==> config.mk <==
export PLATFORM = sky130hd
export DESIGN_NAME = power_down_and_config_control
export DESIGN_NICKNAME = d
export VERILOG_FILES = /design/src/pdc_pkg.sv /design/src/cfg_mem.sv /design/src/power_down_and_config_control.sv
export SDC_FILE = /design/constraint.sdc
export NUM_CORES = 2
export LEC_CHECK = 0
export BUFFER_PORTS_ARGS = -buffer_cell sky130_fd_sc_hd__buf_2
export CORE_MARGIN = 2
export CORE_UTILIZATION = 55
export CTS_CLUSTER_DIAMETER = 40
export DETAILED_ROUTE_END_ITERATION = 7
export GPL_TIMING_DRIVEN = 0
export PLACE_DENSITY_LB_ADDON = 0.25
export RECOVER_POWER = 50
export SYNTH_ARGS = -nofsm -noshare
export SYNTH_HDL_FRONTEND = slang
export SYNTH_SLANG_ARGS = --single-unit
==> constraint.sdc <==
create_clock -name aclk -period 2.4 [get_ports aclk]
set_clock_uncertainty 0.05 [all_clocks]
set_input_delay 0.12 -clock aclk [delete_from_list [all_inputs] [get_ports aclk]]
set_output_delay 0.12 -clock aclk [all_outputs]
set_load 0.03 [all_outputs]
==> src/pdc_pkg.sv <==
// Constants, register map and state encodings for the power-down controller.
package pdc_pkg;

    localparam int CELLS  = 32;
    localparam int SIG_W  = 16;
    localparam int MEM_AW = 5;
    localparam int MEM_WORDS = 32;

    // ------------------------------------------------------------------
    // Register map (word indices; byte offset = index * 4)
    // ------------------------------------------------------------------
    localparam logic [3:0] IDX_CTRL      = 4'h0;
    localparam logic [3:0] IDX_STATUS    = 4'h1;
    localparam logic [3:0] IDX_LOW_POWER = 4'h2;
    localparam logic [3:0] IDX_SLEW_FAST = 4'h3;
    localparam logic [3:0] IDX_OUT_EN    = 4'h4;
    localparam logic [3:0] IDX_OUT_POL   = 4'h5;
    localparam logic [3:0] IDX_SIGNATURE = 4'h6;
    localparam logic [3:0] IDX_FUSE      = 4'h7;
    localparam logic [3:0] IDX_CFG_ADDR  = 4'h8;
    localparam logic [3:0] IDX_CFG_DATA  = 4'h9;
    localparam logic [3:0] IDX_NONE      = 4'hF;
    localparam logic [7:0] LAST_OFFSET   = 8'h24;

    localparam int CTRL_PD_EN  = 0;
    localparam int CTRL_USE_A  = 1;
    localparam int CTRL_USE_B  = 2;
    localparam int CTRL_W      = 3;
    localparam int ST_PD       = 0;
    localparam int ST_FUSE     = 1;
    localparam int ST_READY    = 2;
    localparam int ST_REFUSED  = 3;
    localparam int FUSE_PROG   = 0;
    localparam int PIN_A       = 0;
    localparam int PIN_B       = 1;

    localparam logic [1:0] RESP_OKAY   = 2'h0;
    localparam logic [1:0] RESP_SLVERR = 2'h2;

    // ------------------------------------------------------------------
    // Timing
    // ------------------------------------------------------------------
    localparam int CLK_NS    = 4;
    localparam int SETTLE_NS = 200;
    localparam int SETTLE_CYC = (SETTLE_NS + CLK_NS - 1) / CLK_NS;
    localparam int SETTLE_W  = 7;

    // ------------------------------------------------------------------
    // Test access port
    // ------------------------------------------------------------------
    localparam int JT_TCK = 0;
    localparam int JT_TMS = 1;
    localparam int JT_TDI = 2;
    localparam logic [1:0] IR_SIG     = 2'h1;
    localparam logic [1:0] IR_VERIFY  = 2'h2;
    localparam logic [1:0] IR_BYPASS  = 2'h3;
    localparam logic [1:0] IR_CAPTURE = 2'h1;

    typedef enum logic [15:0] {
        TAP_RESET      = 16'h0001,
        TAP_IDLE       = 16'h0002,
        TAP_SEL_DR     = 16'h0004,
        TAP_CAPTURE_DR = 16'h0008,
        TAP_SHIFT_DR   = 16'h0010,
        TAP_EXIT1_DR   = 16'h0020,
        TAP_PAUSE_DR   = 16'h0040,
        TAP_EXIT2_DR   = 16'h0080,
        TAP_UPDATE_DR  = 16'h0100,
        TAP_SEL_IR     = 16'h0200,
        TAP_CAPTURE_IR = 16'h0400,
        TAP_SHIFT_IR   = 16'h0800,
        TAP_EXIT1_IR   = 16'h1000,
        TAP_PAUSE_IR   = 16'h2000,
        TAP_EXIT2_IR   = 16'h4000,
        TAP_UPDATE_IR  = 16'h8000
    } tap_state_t;

endpackage : pdc_pkg

==> src/cfg_mem.sv <==
// Configuration pattern store with a registered read port.
`timescale 1ns/1ps
module cfg_mem
(
    input  wire logic                      aclk,    // System clock.
    input  wire logic                      aresetn, // Sync reset, low.
    input  wire logic                      we,      // Write strobe.
    input  wire logic [pdc_pkg::MEM_AW-1:0] addr,   // Word address.
    input  wire logic [31:0]               wdata,   // Write data.
    output logic      [31:0]               rdata    // Registered read.
);
    import pdc_pkg::*;

    typedef struct packed {
        logic [MEM_WORDS-1:0][31:0] words;
        logic [31:0]                rdata;
    } mem_state_t;

    mem_state_t r;
    mem_state_t next_r;

    // Erased parts read back as all zeros.
    always_comb
    begin
        next_r = r;
        if (we)
        begin
            next_r.words[addr] = wdata;
        end
        next_r.rdata = r.words[addr];
    end

    always_ff @(posedge aclk)
    begin
        if (!aresetn)
        begin
            r <= '0;
        end
        else
        begin
            r <= next_r;
        end
    end

    assign rdata = r.rdata;

endmodule : cfg_mem

==> src/power_down_and_config_control.sv <==
// Power-down, cell defaults, reset settling, fuse and JTAG access.
`timescale 1ns/1ps
module power_down_and_config_control
(
    input  wire logic                      aclk,     // System clock.
    input  wire logic                      aresetn,  // Sync reset, low.
    input  wire logic [7:0]                awaddr,   // AXI write address.
    input  wire logic                      awvalid,  // AXI.
    output logic                           awready,  // AXI.
    input  wire logic [31:0]               wdata,    // AXI write data.
    input  wire logic [3:0]                wstrb,    // AXI byte enables.
    input  wire logic                      wvalid,   // AXI.
    output logic                           wready,   // AXI.
    output logic [1:0]                     bresp,    // AXI.
    output logic                           bvalid,   // AXI.
    input  wire logic                      bready,   // AXI.
    input  wire logic [7:0]                araddr,   // AXI read address.
    input  wire logic                      arvalid,  // AXI.
    output logic                           arready,  // AXI.
    output logic [31:0]                    rdata,    // AXI read data.
    output logic [1:0]                     rresp,    // AXI.
    output logic                           rvalid,   // AXI.
    input  wire logic                      rready,   // AXI.
    input  wire logic [pdc_pkg::CELLS-1:0] io_in,    // Pins, async.
    output logic [pdc_pkg::CELLS-1:0]      io_out,   // Pin drive level.
    output logic [pdc_pkg::CELLS-1:0]      io_oe,    // Low drives pin.
    output logic [pdc_pkg::CELLS-1:0]      slew_fast,      // 1 fast edge.
    output logic [pdc_pkg::CELLS-1:0]      cell_low_power, // Per cell.
    output logic [pdc_pkg::CELLS-1:0]      logic_in, // Held inputs.
    input  wire logic [pdc_pkg::CELLS-1:0] core_d,   // Cell next values.
    output logic [pdc_pkg::CELLS-1:0]      buried_fb, // Cell feedback.
    output logic                           freeze,   // Powered down.
    input  wire logic                      tck,      // JTAG clock pin.
    input  wire logic                      tms,      // JTAG mode pin.
    input  wire logic                      tdi,      // JTAG data in.
    output logic                           tdo_out,  // JTAG data out.
    output logic                           tdo_oe    // Low drives tdo.
);
    import pdc_pkg::*;

    typedef struct packed {
        logic [CELLS-1:0]    io_s1, io_s2, io_s3, io_f;
        logic [2:0]          jt_s1, jt_s2, jt_s3, jt_f;
        logic                pd;
        logic [CELLS-1:0]    in_hold, cell_q, io_out, io_oe;
        logic [SETTLE_W-1:0] settle;
        logic                ready;
        logic [CTRL_W-1:0]   ctrl;
        logic [CELLS-1:0]    low_power, slew_fast, out_en, out_pol;
        logic [SIG_W-1:0]    signature;
        logic                fuse, refused;
        logic [MEM_AW-1:0]   cfg_addr;
        logic                aw_got, w_got;
        logic [7:0]          aw_l;
        logic [31:0]         w_l;
        logic [3:0]          strb_l;
        logic                bvalid, rvalid;
        logic [31:0]         rdata;
        logic [1:0]          rresp;
        tap_state_t          tap;
        logic [1:0]          ir, ir_sh;
        logic [31:0]         dr;
        logic                tdo;
    } state_t;

    state_t      r;
    state_t      next_r;
    logic [31:0] mem_rdata;
    logic        mem_we;
    logic        pd_req;
    logic        tck_rise;
    logic [CELLS-1:0] dedicated;

    // ------------------------------------------------------------------
    // Helpers
    // ------------------------------------------------------------------
    function automatic logic [3:0] reg_index(input logic [7:0] a);
        if (a[1:0] != 2'h0 || a > LAST_OFFSET)
            return IDX_NONE;
        else
            return a[5:2];
    endfunction : reg_index

    function automatic logic [31:0] merge(input logic [31:0] old,
                                          input logic [31:0] nw,
                                          input logic [3:0]  st);
        logic [31:0] m;
        m = old;
        for (int i = 0; i < 4; i++)
            if (st[i])
                m[i*8 +: 8] = nw[i*8 +: 8];
        return m;
    endfunction : merge

    function automatic tap_state_t tap_next(input tap_state_t s,
                                            input logic m);
        case (s)
            TAP_RESET:      return m ? TAP_RESET : TAP_IDLE;
            TAP_IDLE:       return m ? TAP_SEL_DR : TAP_IDLE;
            TAP_SEL_DR:     return m ? TAP_SEL_IR : TAP_CAPTURE_DR;
            TAP_CAPTURE_DR: return m ? TAP_EXIT1_DR : TAP_SHIFT_DR;
            TAP_SHIFT_DR:   return m ? TAP_EXIT1_DR : TAP_SHIFT_DR;
            TAP_EXIT1_DR:   return m ? TAP_UPDATE_DR : TAP_PAUSE_DR;
            TAP_PAUSE_DR:   return m ? TAP_EXIT2_DR : TAP_PAUSE_DR;
            TAP_EXIT2_DR:   return m ? TAP_UPDATE_DR : TAP_SHIFT_DR;
            TAP_UPDATE_DR:  return m ? TAP_SEL_DR : TAP_IDLE;
            TAP_SEL_IR:     return m ? TAP_RESET : TAP_CAPTURE_IR;
            TAP_CAPTURE_IR: return m ? TAP_EXIT1_IR : TAP_SHIFT_IR;
            TAP_SHIFT_IR:   return m ? TAP_EXIT1_IR : TAP_SHIFT_IR;
            TAP_EXIT1_IR:   return m ? TAP_UPDATE_IR : TAP_PAUSE_IR;
            TAP_PAUSE_IR:   return m ? TAP_EXIT2_IR : TAP_PAUSE_IR;
            TAP_EXIT2_IR:   return m ? TAP_UPDATE_IR : TAP_SHIFT_IR;
            TAP_UPDATE_IR:  return m ? TAP_SEL_DR : TAP_IDLE;
            default:        return TAP_RESET;
        endcase
    endfunction : tap_next

    // ------------------------------------------------------------------
    // Combinational terms
    // ------------------------------------------------------------------
    assign pd_req = r.ctrl[CTRL_PD_EN]
                  & ((r.ctrl[CTRL_USE_A] & r.io_f[PIN_A])
                  |  (r.ctrl[CTRL_USE_B] & r.io_f[PIN_B]));
    assign dedicated = {{(CELLS-2){1'b0}},
                        r.ctrl[CTRL_PD_EN] & r.ctrl[CTRL_USE_B],
                        r.ctrl[CTRL_PD_EN] & r.ctrl[CTRL_USE_A]};
    assign tck_rise = ~r.pd & r.jt_s2[JT_TCK] & r.jt_s3[JT_TCK]
                    & ~r.jt_f[JT_TCK];
    assign mem_we = r.aw_got & r.w_got
                  & (reg_index(r.aw_l) == IDX_CFG_DATA);
    assign awready = ~r.aw_got & ~r.bvalid;
    assign wready  = ~r.w_got & ~r.bvalid;
    assign arready = ~r.rvalid;

    // ------------------------------------------------------------------
    // Next state
    // ------------------------------------------------------------------
    always_comb
    begin
        logic [3:0]  widx;
        logic [31:0] rv;
        logic        rise;
        widx = reg_index(r.aw_l);
        rv = '0;
        rise = 1'b0;
        next_r = r;

        // A pin level counts once the second and third stages agree.
        next_r.io_s1 = io_in;
        next_r.io_s2 = r.io_s1;
        next_r.io_s3 = r.io_s2;
        next_r.io_f  = (r.io_s2 & r.io_s3) | (r.io_f & (r.io_s2 | r.io_s3));
        next_r.jt_s1 = {tdi, tms, tck};
        next_r.jt_s2 = r.jt_s1;
        next_r.jt_s3 = r.jt_s2;
        // JTAG pins freeze with the rest while powered down.
        if (!r.pd)
        begin
            next_r.jt_f = (r.jt_s2 & r.jt_s3)
                        | (r.jt_f & (r.jt_s2 | r.jt_s3));
            rise = tck_rise;
        end

        // Settling interval after reset release; cells capture nothing
        // until it ends, so the first clock edge lands on settled data.
        if (!r.ready)
        begin
            next_r.settle = r.settle + SETTLE_W'(1);
            if (r.settle == SETTLE_W'(SETTLE_CYC - 1))
                next_r.ready = 1'b1;
        end

        next_r.pd = pd_req;
        if (!r.pd)
        begin
            next_r.in_hold = r.io_f;
            if (r.ready)
                next_r.cell_q = core_d;
            next_r.io_out = next_r.cell_q ^ r.out_pol;
            next_r.io_oe  = ~r.out_en | dedicated;
        end

        // AXI4-Lite write: address and data taken in either order.
        if (awvalid && awready)
        begin
            next_r.aw_got = 1'b1;
            next_r.aw_l   = awaddr;
        end
        if (wvalid && wready)
        begin
            next_r.w_got  = 1'b1;
            next_r.w_l    = wdata;
            next_r.strb_l = wstrb;
        end
        if (r.bvalid && bready)
            next_r.bvalid = 1'b0;
        if (r.aw_got && r.w_got)
        begin
            next_r.aw_got = 1'b0;
            next_r.w_got  = 1'b0;
            next_r.bvalid = 1'b1;
            if (widx == IDX_CTRL)
                next_r.ctrl = CTRL_W'(merge(32'(r.ctrl), r.w_l, r.strb_l));
            else if (widx == IDX_STATUS)
            begin
                if (r.strb_l[0] && r.w_l[ST_REFUSED])
                    next_r.refused = 1'b0;
            end
            else if (widx == IDX_LOW_POWER)
                next_r.low_power = merge(r.low_power, r.w_l, r.strb_l);
            else if (widx == IDX_SLEW_FAST)
                next_r.slew_fast = merge(r.slew_fast, r.w_l, r.strb_l);
            else if (widx == IDX_OUT_EN)
                next_r.out_en = merge(r.out_en, r.w_l, r.strb_l);
            else if (widx == IDX_OUT_POL)
                next_r.out_pol = merge(r.out_pol, r.w_l, r.strb_l);
            else if (widx == IDX_SIGNATURE)
                next_r.signature = SIG_W'(merge(32'(r.signature),
                                                r.w_l, r.strb_l));
            else if (widx == IDX_FUSE)
            begin
                if (r.strb_l[0] && r.w_l[FUSE_PROG])
                    next_r.fuse = 1'b1;
            end
            else if (widx == IDX_CFG_ADDR)
                next_r.cfg_addr = MEM_AW'(merge(32'(r.cfg_addr),
                                                r.w_l, r.strb_l));
        end

        // AXI4-Lite read.
        if (r.rvalid && rready)
            next_r.rvalid = 1'b0;
        if (arvalid && arready)
        begin
            next_r.rvalid = 1'b1;
            next_r.rresp  = RESP_OKAY;
            if (reg_index(araddr) == IDX_CTRL)
                rv = 32'(r.ctrl);
            else if (reg_index(araddr) == IDX_STATUS)
            begin
                rv[ST_PD]      = r.pd;
                rv[ST_FUSE]    = r.fuse;
                rv[ST_READY]   = r.ready;
                rv[ST_REFUSED] = r.refused;
            end
            else if (reg_index(araddr) == IDX_LOW_POWER)
                rv = r.low_power;
            else if (reg_index(araddr) == IDX_SLEW_FAST)
                rv = r.slew_fast;
            else if (reg_index(araddr) == IDX_OUT_EN)
                rv = r.out_en;
            else if (reg_index(araddr) == IDX_OUT_POL)
                rv = r.out_pol;
            else if (reg_index(araddr) == IDX_SIGNATURE)
                rv = 32'(r.signature);
            else if (reg_index(araddr) == IDX_FUSE)
                rv = 32'(r.fuse);
            else if (reg_index(araddr) == IDX_CFG_ADDR)
                rv = 32'(r.cfg_addr);
            else if (reg_index(araddr) == IDX_CFG_DATA)
            begin
                if (r.fuse)
                begin
                    next_r.rresp   = RESP_SLVERR;
                    next_r.refused = 1'b1;
                end
                else
                    rv = mem_rdata;
            end
            else
                next_r.rresp = RESP_SLVERR;
            next_r.rdata = rv;
        end

        // Test access port, stepped on each filtered tck rise.
        if (rise)
        begin
            next_r.tap = tap_next(r.tap, r.jt_f[JT_TMS]);
            case (r.tap)
                TAP_RESET:
                    next_r.ir = IR_BYPASS;
                TAP_CAPTURE_IR:
                    next_r.ir_sh = IR_CAPTURE;
                TAP_SHIFT_IR:
                    next_r.ir_sh = {r.jt_f[JT_TDI], r.ir_sh[1]};
                TAP_UPDATE_IR:
                    next_r.ir = r.ir_sh;
                TAP_CAPTURE_DR:
                begin
                    next_r.dr = '0;
                    if (r.ir == IR_SIG)
                        next_r.dr = 32'(r.signature);
                    else if (r.ir == IR_VERIFY)
                    begin
                        if (r.fuse)
                            next_r.refused = 1'b1;
                        else
                            next_r.dr = mem_rdata;
                    end
                end
                TAP_SHIFT_DR:
                    next_r.dr = {r.jt_f[JT_TDI], r.dr[31:1]};
                default:
                    next_r.dr = r.dr;
            endcase
            next_r.tdo = (r.tap == TAP_SHIFT_IR || r.tap == TAP_CAPTURE_IR)
                       ? next_r.ir_sh[0] : next_r.dr[0];
        end
    end

    always_ff @(posedge aclk)
    begin
        if (!aresetn)
        begin
            r       <= '0;
            r.io_oe <= '1;
            r.tap   <= TAP_RESET;
            r.ir    <= IR_BYPASS;
        end
        else
        begin
            r <= next_r;
        end
    end

    cfg_mem u_cfg_mem
    (
        .aclk    (aclk),
        .aresetn (aresetn),
        .we      (mem_we),
        .addr    (r.cfg_addr),
        .wdata   (r.w_l),
        .rdata   (mem_rdata)
    );

    // ------------------------------------------------------------------
    // Outputs
    // ------------------------------------------------------------------
    assign bresp          = RESP_OKAY;
    assign bvalid         = r.bvalid;
    assign rdata          = r.rdata;
    assign rresp          = r.rresp;
    assign rvalid         = r.rvalid;
    assign io_out         = r.io_out;
    assign io_oe          = r.io_oe;
    assign slew_fast      = r.slew_fast;
    assign cell_low_power = r.low_power;
    assign logic_in       = r.in_hold & ~dedicated;
    assign buried_fb      = r.cell_q;
    assign freeze         = r.pd;
    assign tdo_out        = r.tdo;
    assign tdo_oe         = ~(r.tap == TAP_SHIFT_DR || r.tap == TAP_SHIFT_IR);
endmodule : power_down_and_config_control

==> flow_metrics.py <==
metrics = {
    "status": {
        "outcome": "finished, violations left",
        "violations": "capacitance limit, slew limit, setup timing",
    },
    "yosys": {
        "ys_ff_latch": 1621,
        "synth-edff-count": 0,
        "postSynthAreaPerCell_um2": 9.48,
        "async_reset_ff_frac": 0,
        "syn_inst": 6833,
        "synthFlopType": "dfxtp_1",
        "ys_warn_count": 0,
        "yosysUniqueCellTypes": 72,
        "synth_area_um2": 64800,
        "seq_area_frac_synth": 0.501,
    },
    "placed_design": {
        "finalWeightedCongestion": 1.04,
        "dp_hpwl_um": 188000,
        "dp.cells": 8716,
        "place_area_um2": 68500,
        "port_buffers": 356,
    },
    "setup_path": {
        "cp.required_ns": 3.07,
        "reg2reg_depth": 9,
        "r2r_slack_ns": -0.13,
        "worstPathArrival_ns": 3.24,
        "cp-start-kind": "input port",
        "critPathLaunch": "araddr[2]",
        "reg2reg_to": "u_cfg_mem.r[701]",
        "path_class": "input port to register",
        "r2r-start": "r[132]",
        "critPathCapture": "rdata[1]",
        "end_kind": "register",
        "cp_max_fo": 10,
    },
    "floorplanning": {
        "start_util": 0.556,
        "num_io_pins": 362,
        "die_x_um": 347,
        "die_area_um2": 121000,
        "rows": 125,
        "core_um2": 117000,
        "dieHeight_um": 347,
    },
    "routing": {
        "wirelength_um": 259000,
        "viasPerCell": 6.45,
        "ant_nets": 0,
        "via_count": 60000,
        "drtPass1Iterations": 8,
        "drt-wirelength-per-cell_um": 27.8,
        "drc_errors": 0,
        "drt_iter0_markers": 8051,
    },
    "clock_network": {
        "cts.sinks": 1621,
        "tritoncts": "built",
        "clock_latency_ns": 0.82,
        "clockBufferDepth": 3,
        "cts-root-buf": "clkbuf_16",
        "cts_buffers": 190,
        "h-tree-depth": 4,
        "clk_pin_slew_ns": 0.06,
    },
    "power_and_ir_drop": {
        "p_leak_nw": 28.0,
        "max-vdd-ir-drop_v": 0.000761,
        "clockPowerShare": 0.511,
        "switchingPower_mw": 14.3,
        "p_int_mw": 45.8,
        "swShare": 0.238,
        "power_density_nw_per_um2": 752,
        "pwr-share-comb": 0.035,
        "pwr-share-seq": 0.454,
    },
    "global_route": {
        "grt_antenna_before_repair": 11,
        "track_usage": 0.411,
        "grt_pass1_vias": 58200,
        "overflow": 0,
        "grt_pass1_wl_um": 369000,
        "grt_max_degree": 17,
    },
    "timing": {
        "finalWorstSetupSlack_ns": -0.168,
        "setup_tns_ns": -26.05,
        "period_share": 1.07,
        "rsz0062_at_grt": "yes",
        "setup_viol": 781,
        "tightest_slew_ns": 1.56,
        "finalHoldViolCount": 0,
        "maxSlewViolCount": 11,
        "fin_crit_ns": 2.57,
        "slew-limit-headroom": -0.0414,
        "max_freq_mhz": 389,
    },
    "finish": {
        "nNetsFinal": 7733,
        "fin_area_um2": 79800,
        "stdcell_count": 9296,
        "area.growth.synth_to_final_pct": 23.1,
        "finish.utilization": 0.685,
        "drive_gt1_frac": 0.192,
    },
    "worst_hold_path": {
        "min_path_type": "input port to register",
        "min_path_cells": 3,
        "worstHoldStart": "io_in[1]",
    },
    "run": {
        "drv_cap": 1,
    },
}
-- state kept, by name, indices dropped and copies added (netlist names) --
register	count
slew_fast	32
bvalid	1
u_cfg_mem.r	1024
rvalid	1
rdata	32
next_r	70
u_cfg_mem.rdata	32
buried_fb	32
cell_low_power	32
io_out	32
io_oe	32
r	298
freeze	1
rresp	1
tdo_out	1
-- stage by stage --
step / power (mW) / setup WS, ns / hold slack [ns]
after floorplan: 28.6 / 0.137 / 0.169
after global placement: 29.5 / -1.88 / 0.262
after detailed placement: 29.6 / -1.80 / 0.268
after CTS: 59.7 / -0.111 / 0.00571
after global routing: 61.1 / -0.173 / 0.0350
final: 60.0 / -0.168 / 0.0400
-- power by group through the flow --
| stage | combinational (mW) | clock, mW | sequential [mW] |
|---|---|---|---|
| 2_1_floorplan | 0.915 | 0 | 27.7 |
| 3_3_place_gp | 1.71 | 0 | 27.8 |
| 3_5_place_dp | 1.73 | 0 | 27.8 |
| 4_1_cts | 1.96 | 30.5 | 27.2 |
| 5_1_grt | 2.15 | 31.7 | 27.2 |
| 6_report | 2.08 | 30.7 | 27.3 |
-- cell usage in the layout (no fill, tap or decap), types with 33 or more instances in the layout --
cell | Yosys | routed
buf_12 | 0 | 34
and2_1 | 113 | 59
nand2_4 | 32 | 33
o21ai_0 | 962 | 958
buf_2 | 143 | 205
nor2_1 | 287 | 282
dfxtp_1 | 1621 | 1603
nand3_1 | 1122 | 1119
a22oi_2 | 0 | 34
clkbuf_1 | 391 | 563
a22o_1 | 50 | 48
a22oi_1 | 102 | 68
mux4_2 | 257 | 257
mux2i_1 | 146 | 145
xor2_1 | 37 | 37
clkbuf_8 | 0 | 41
buf_4 | 228 | 306
nand2_1 | 364 | 362
and2_0 | 0 | 53
a21oi_1 | 304 | 303
o21ai_1 | 156 | 160
clkbuf_16 | 0 | 204
buf_1 | 142 | 108
clkbuf_2 | 7 | 59
dlygate4sd3_1 | 0 | 149
-- layer usage --
metal  global-route usage  wire, um  part of all wire
met1                0.471     88500              0.34
met2                0.660    117000              0.45
met5                    0        60           0.00023
met3                0.104     29900              0.12
met4                0.318     23000             0.089
-- cell type report --
class	count	area [um^2]
repair buffers	590	4060
clock inverters	111	1400
well taps	1524	1910
inverters	12	45.0
multi-input cells	4291	29000
diodes	6	15.0
flip-flops and latches	1621	32500
fillers	9023	36700
clock buffers	242	5330
plain buffers	899	5500
-- worst max-delay path: stages --
cell	delay, ns
dlygate4sd3_1	0.59
clkbuf_1	0.37
nor3_2	0.17
nand2b_1	0.32
clkbuf_1	0.49
clkbuf_1	0.61
o2111ai_1	0.32
a21oi_1	0.23
-- repair_timing --
item	4_1_cts	5_1_grt
endpoints found under the hold margin	192	0
gates resized for setup	470	239
setup buffers	52	25
setup endpoints to repair	1318	1069
pin swaps	31	70
cloned	2	7
hold buffers	149	0
-- synthesized netlist by cell type, drive strengths merged, types with 5 or more instances --
cell     count  area share
and3         5     0.00048
nor3b        5     0.00066
nand2b      12      0.0012
buf        513       0.046
nor2b       23      0.0022
a22oi      102       0.012
dfxtp     1621        0.50
nor4b        7     0.00095
nor4        11      0.0021
a31oi       57      0.0055
nand3     1123       0.087
xor2        37      0.0050
mux2i      146       0.023
mux4       257       0.089
nand4        7     0.00068
clkbuf     398       0.023
a221oi      35      0.0047
a22o        50      0.0068
nand2      397       0.027
xnor2        8      0.0011
nor2       292       0.017
and2       113       0.011
a222oi      14      0.0022
o211ai      32      0.0037
o22ai       21      0.0020
inv         12     0.00070
o21ai     1118       0.086
a21oi      304       0.023
o2bb2ai     10      0.0014
nor3        30      0.0036
o221ai      24      0.0032
-- how the worst min path moves through the flow --
stage / to
floorplan: rvalid
global placement: rvalid
detailed placement: rvalid
CTS: next_r[525]
global route: next_r[523]
finish: next_r[503]
-- logic make-up after synthesis --
group	count (synthesis)	share of synthesized area
compound gates	1788	0.154
mux	407	0.113
simple gates	2046	0.157
buf+inv	923	0.0696
fa+ha+maj	2	0.000386
xor+xnor	45	0.00608
other cells	1	0.0000579
flops	1621	0.501
(Power assumes the default switching activity.)
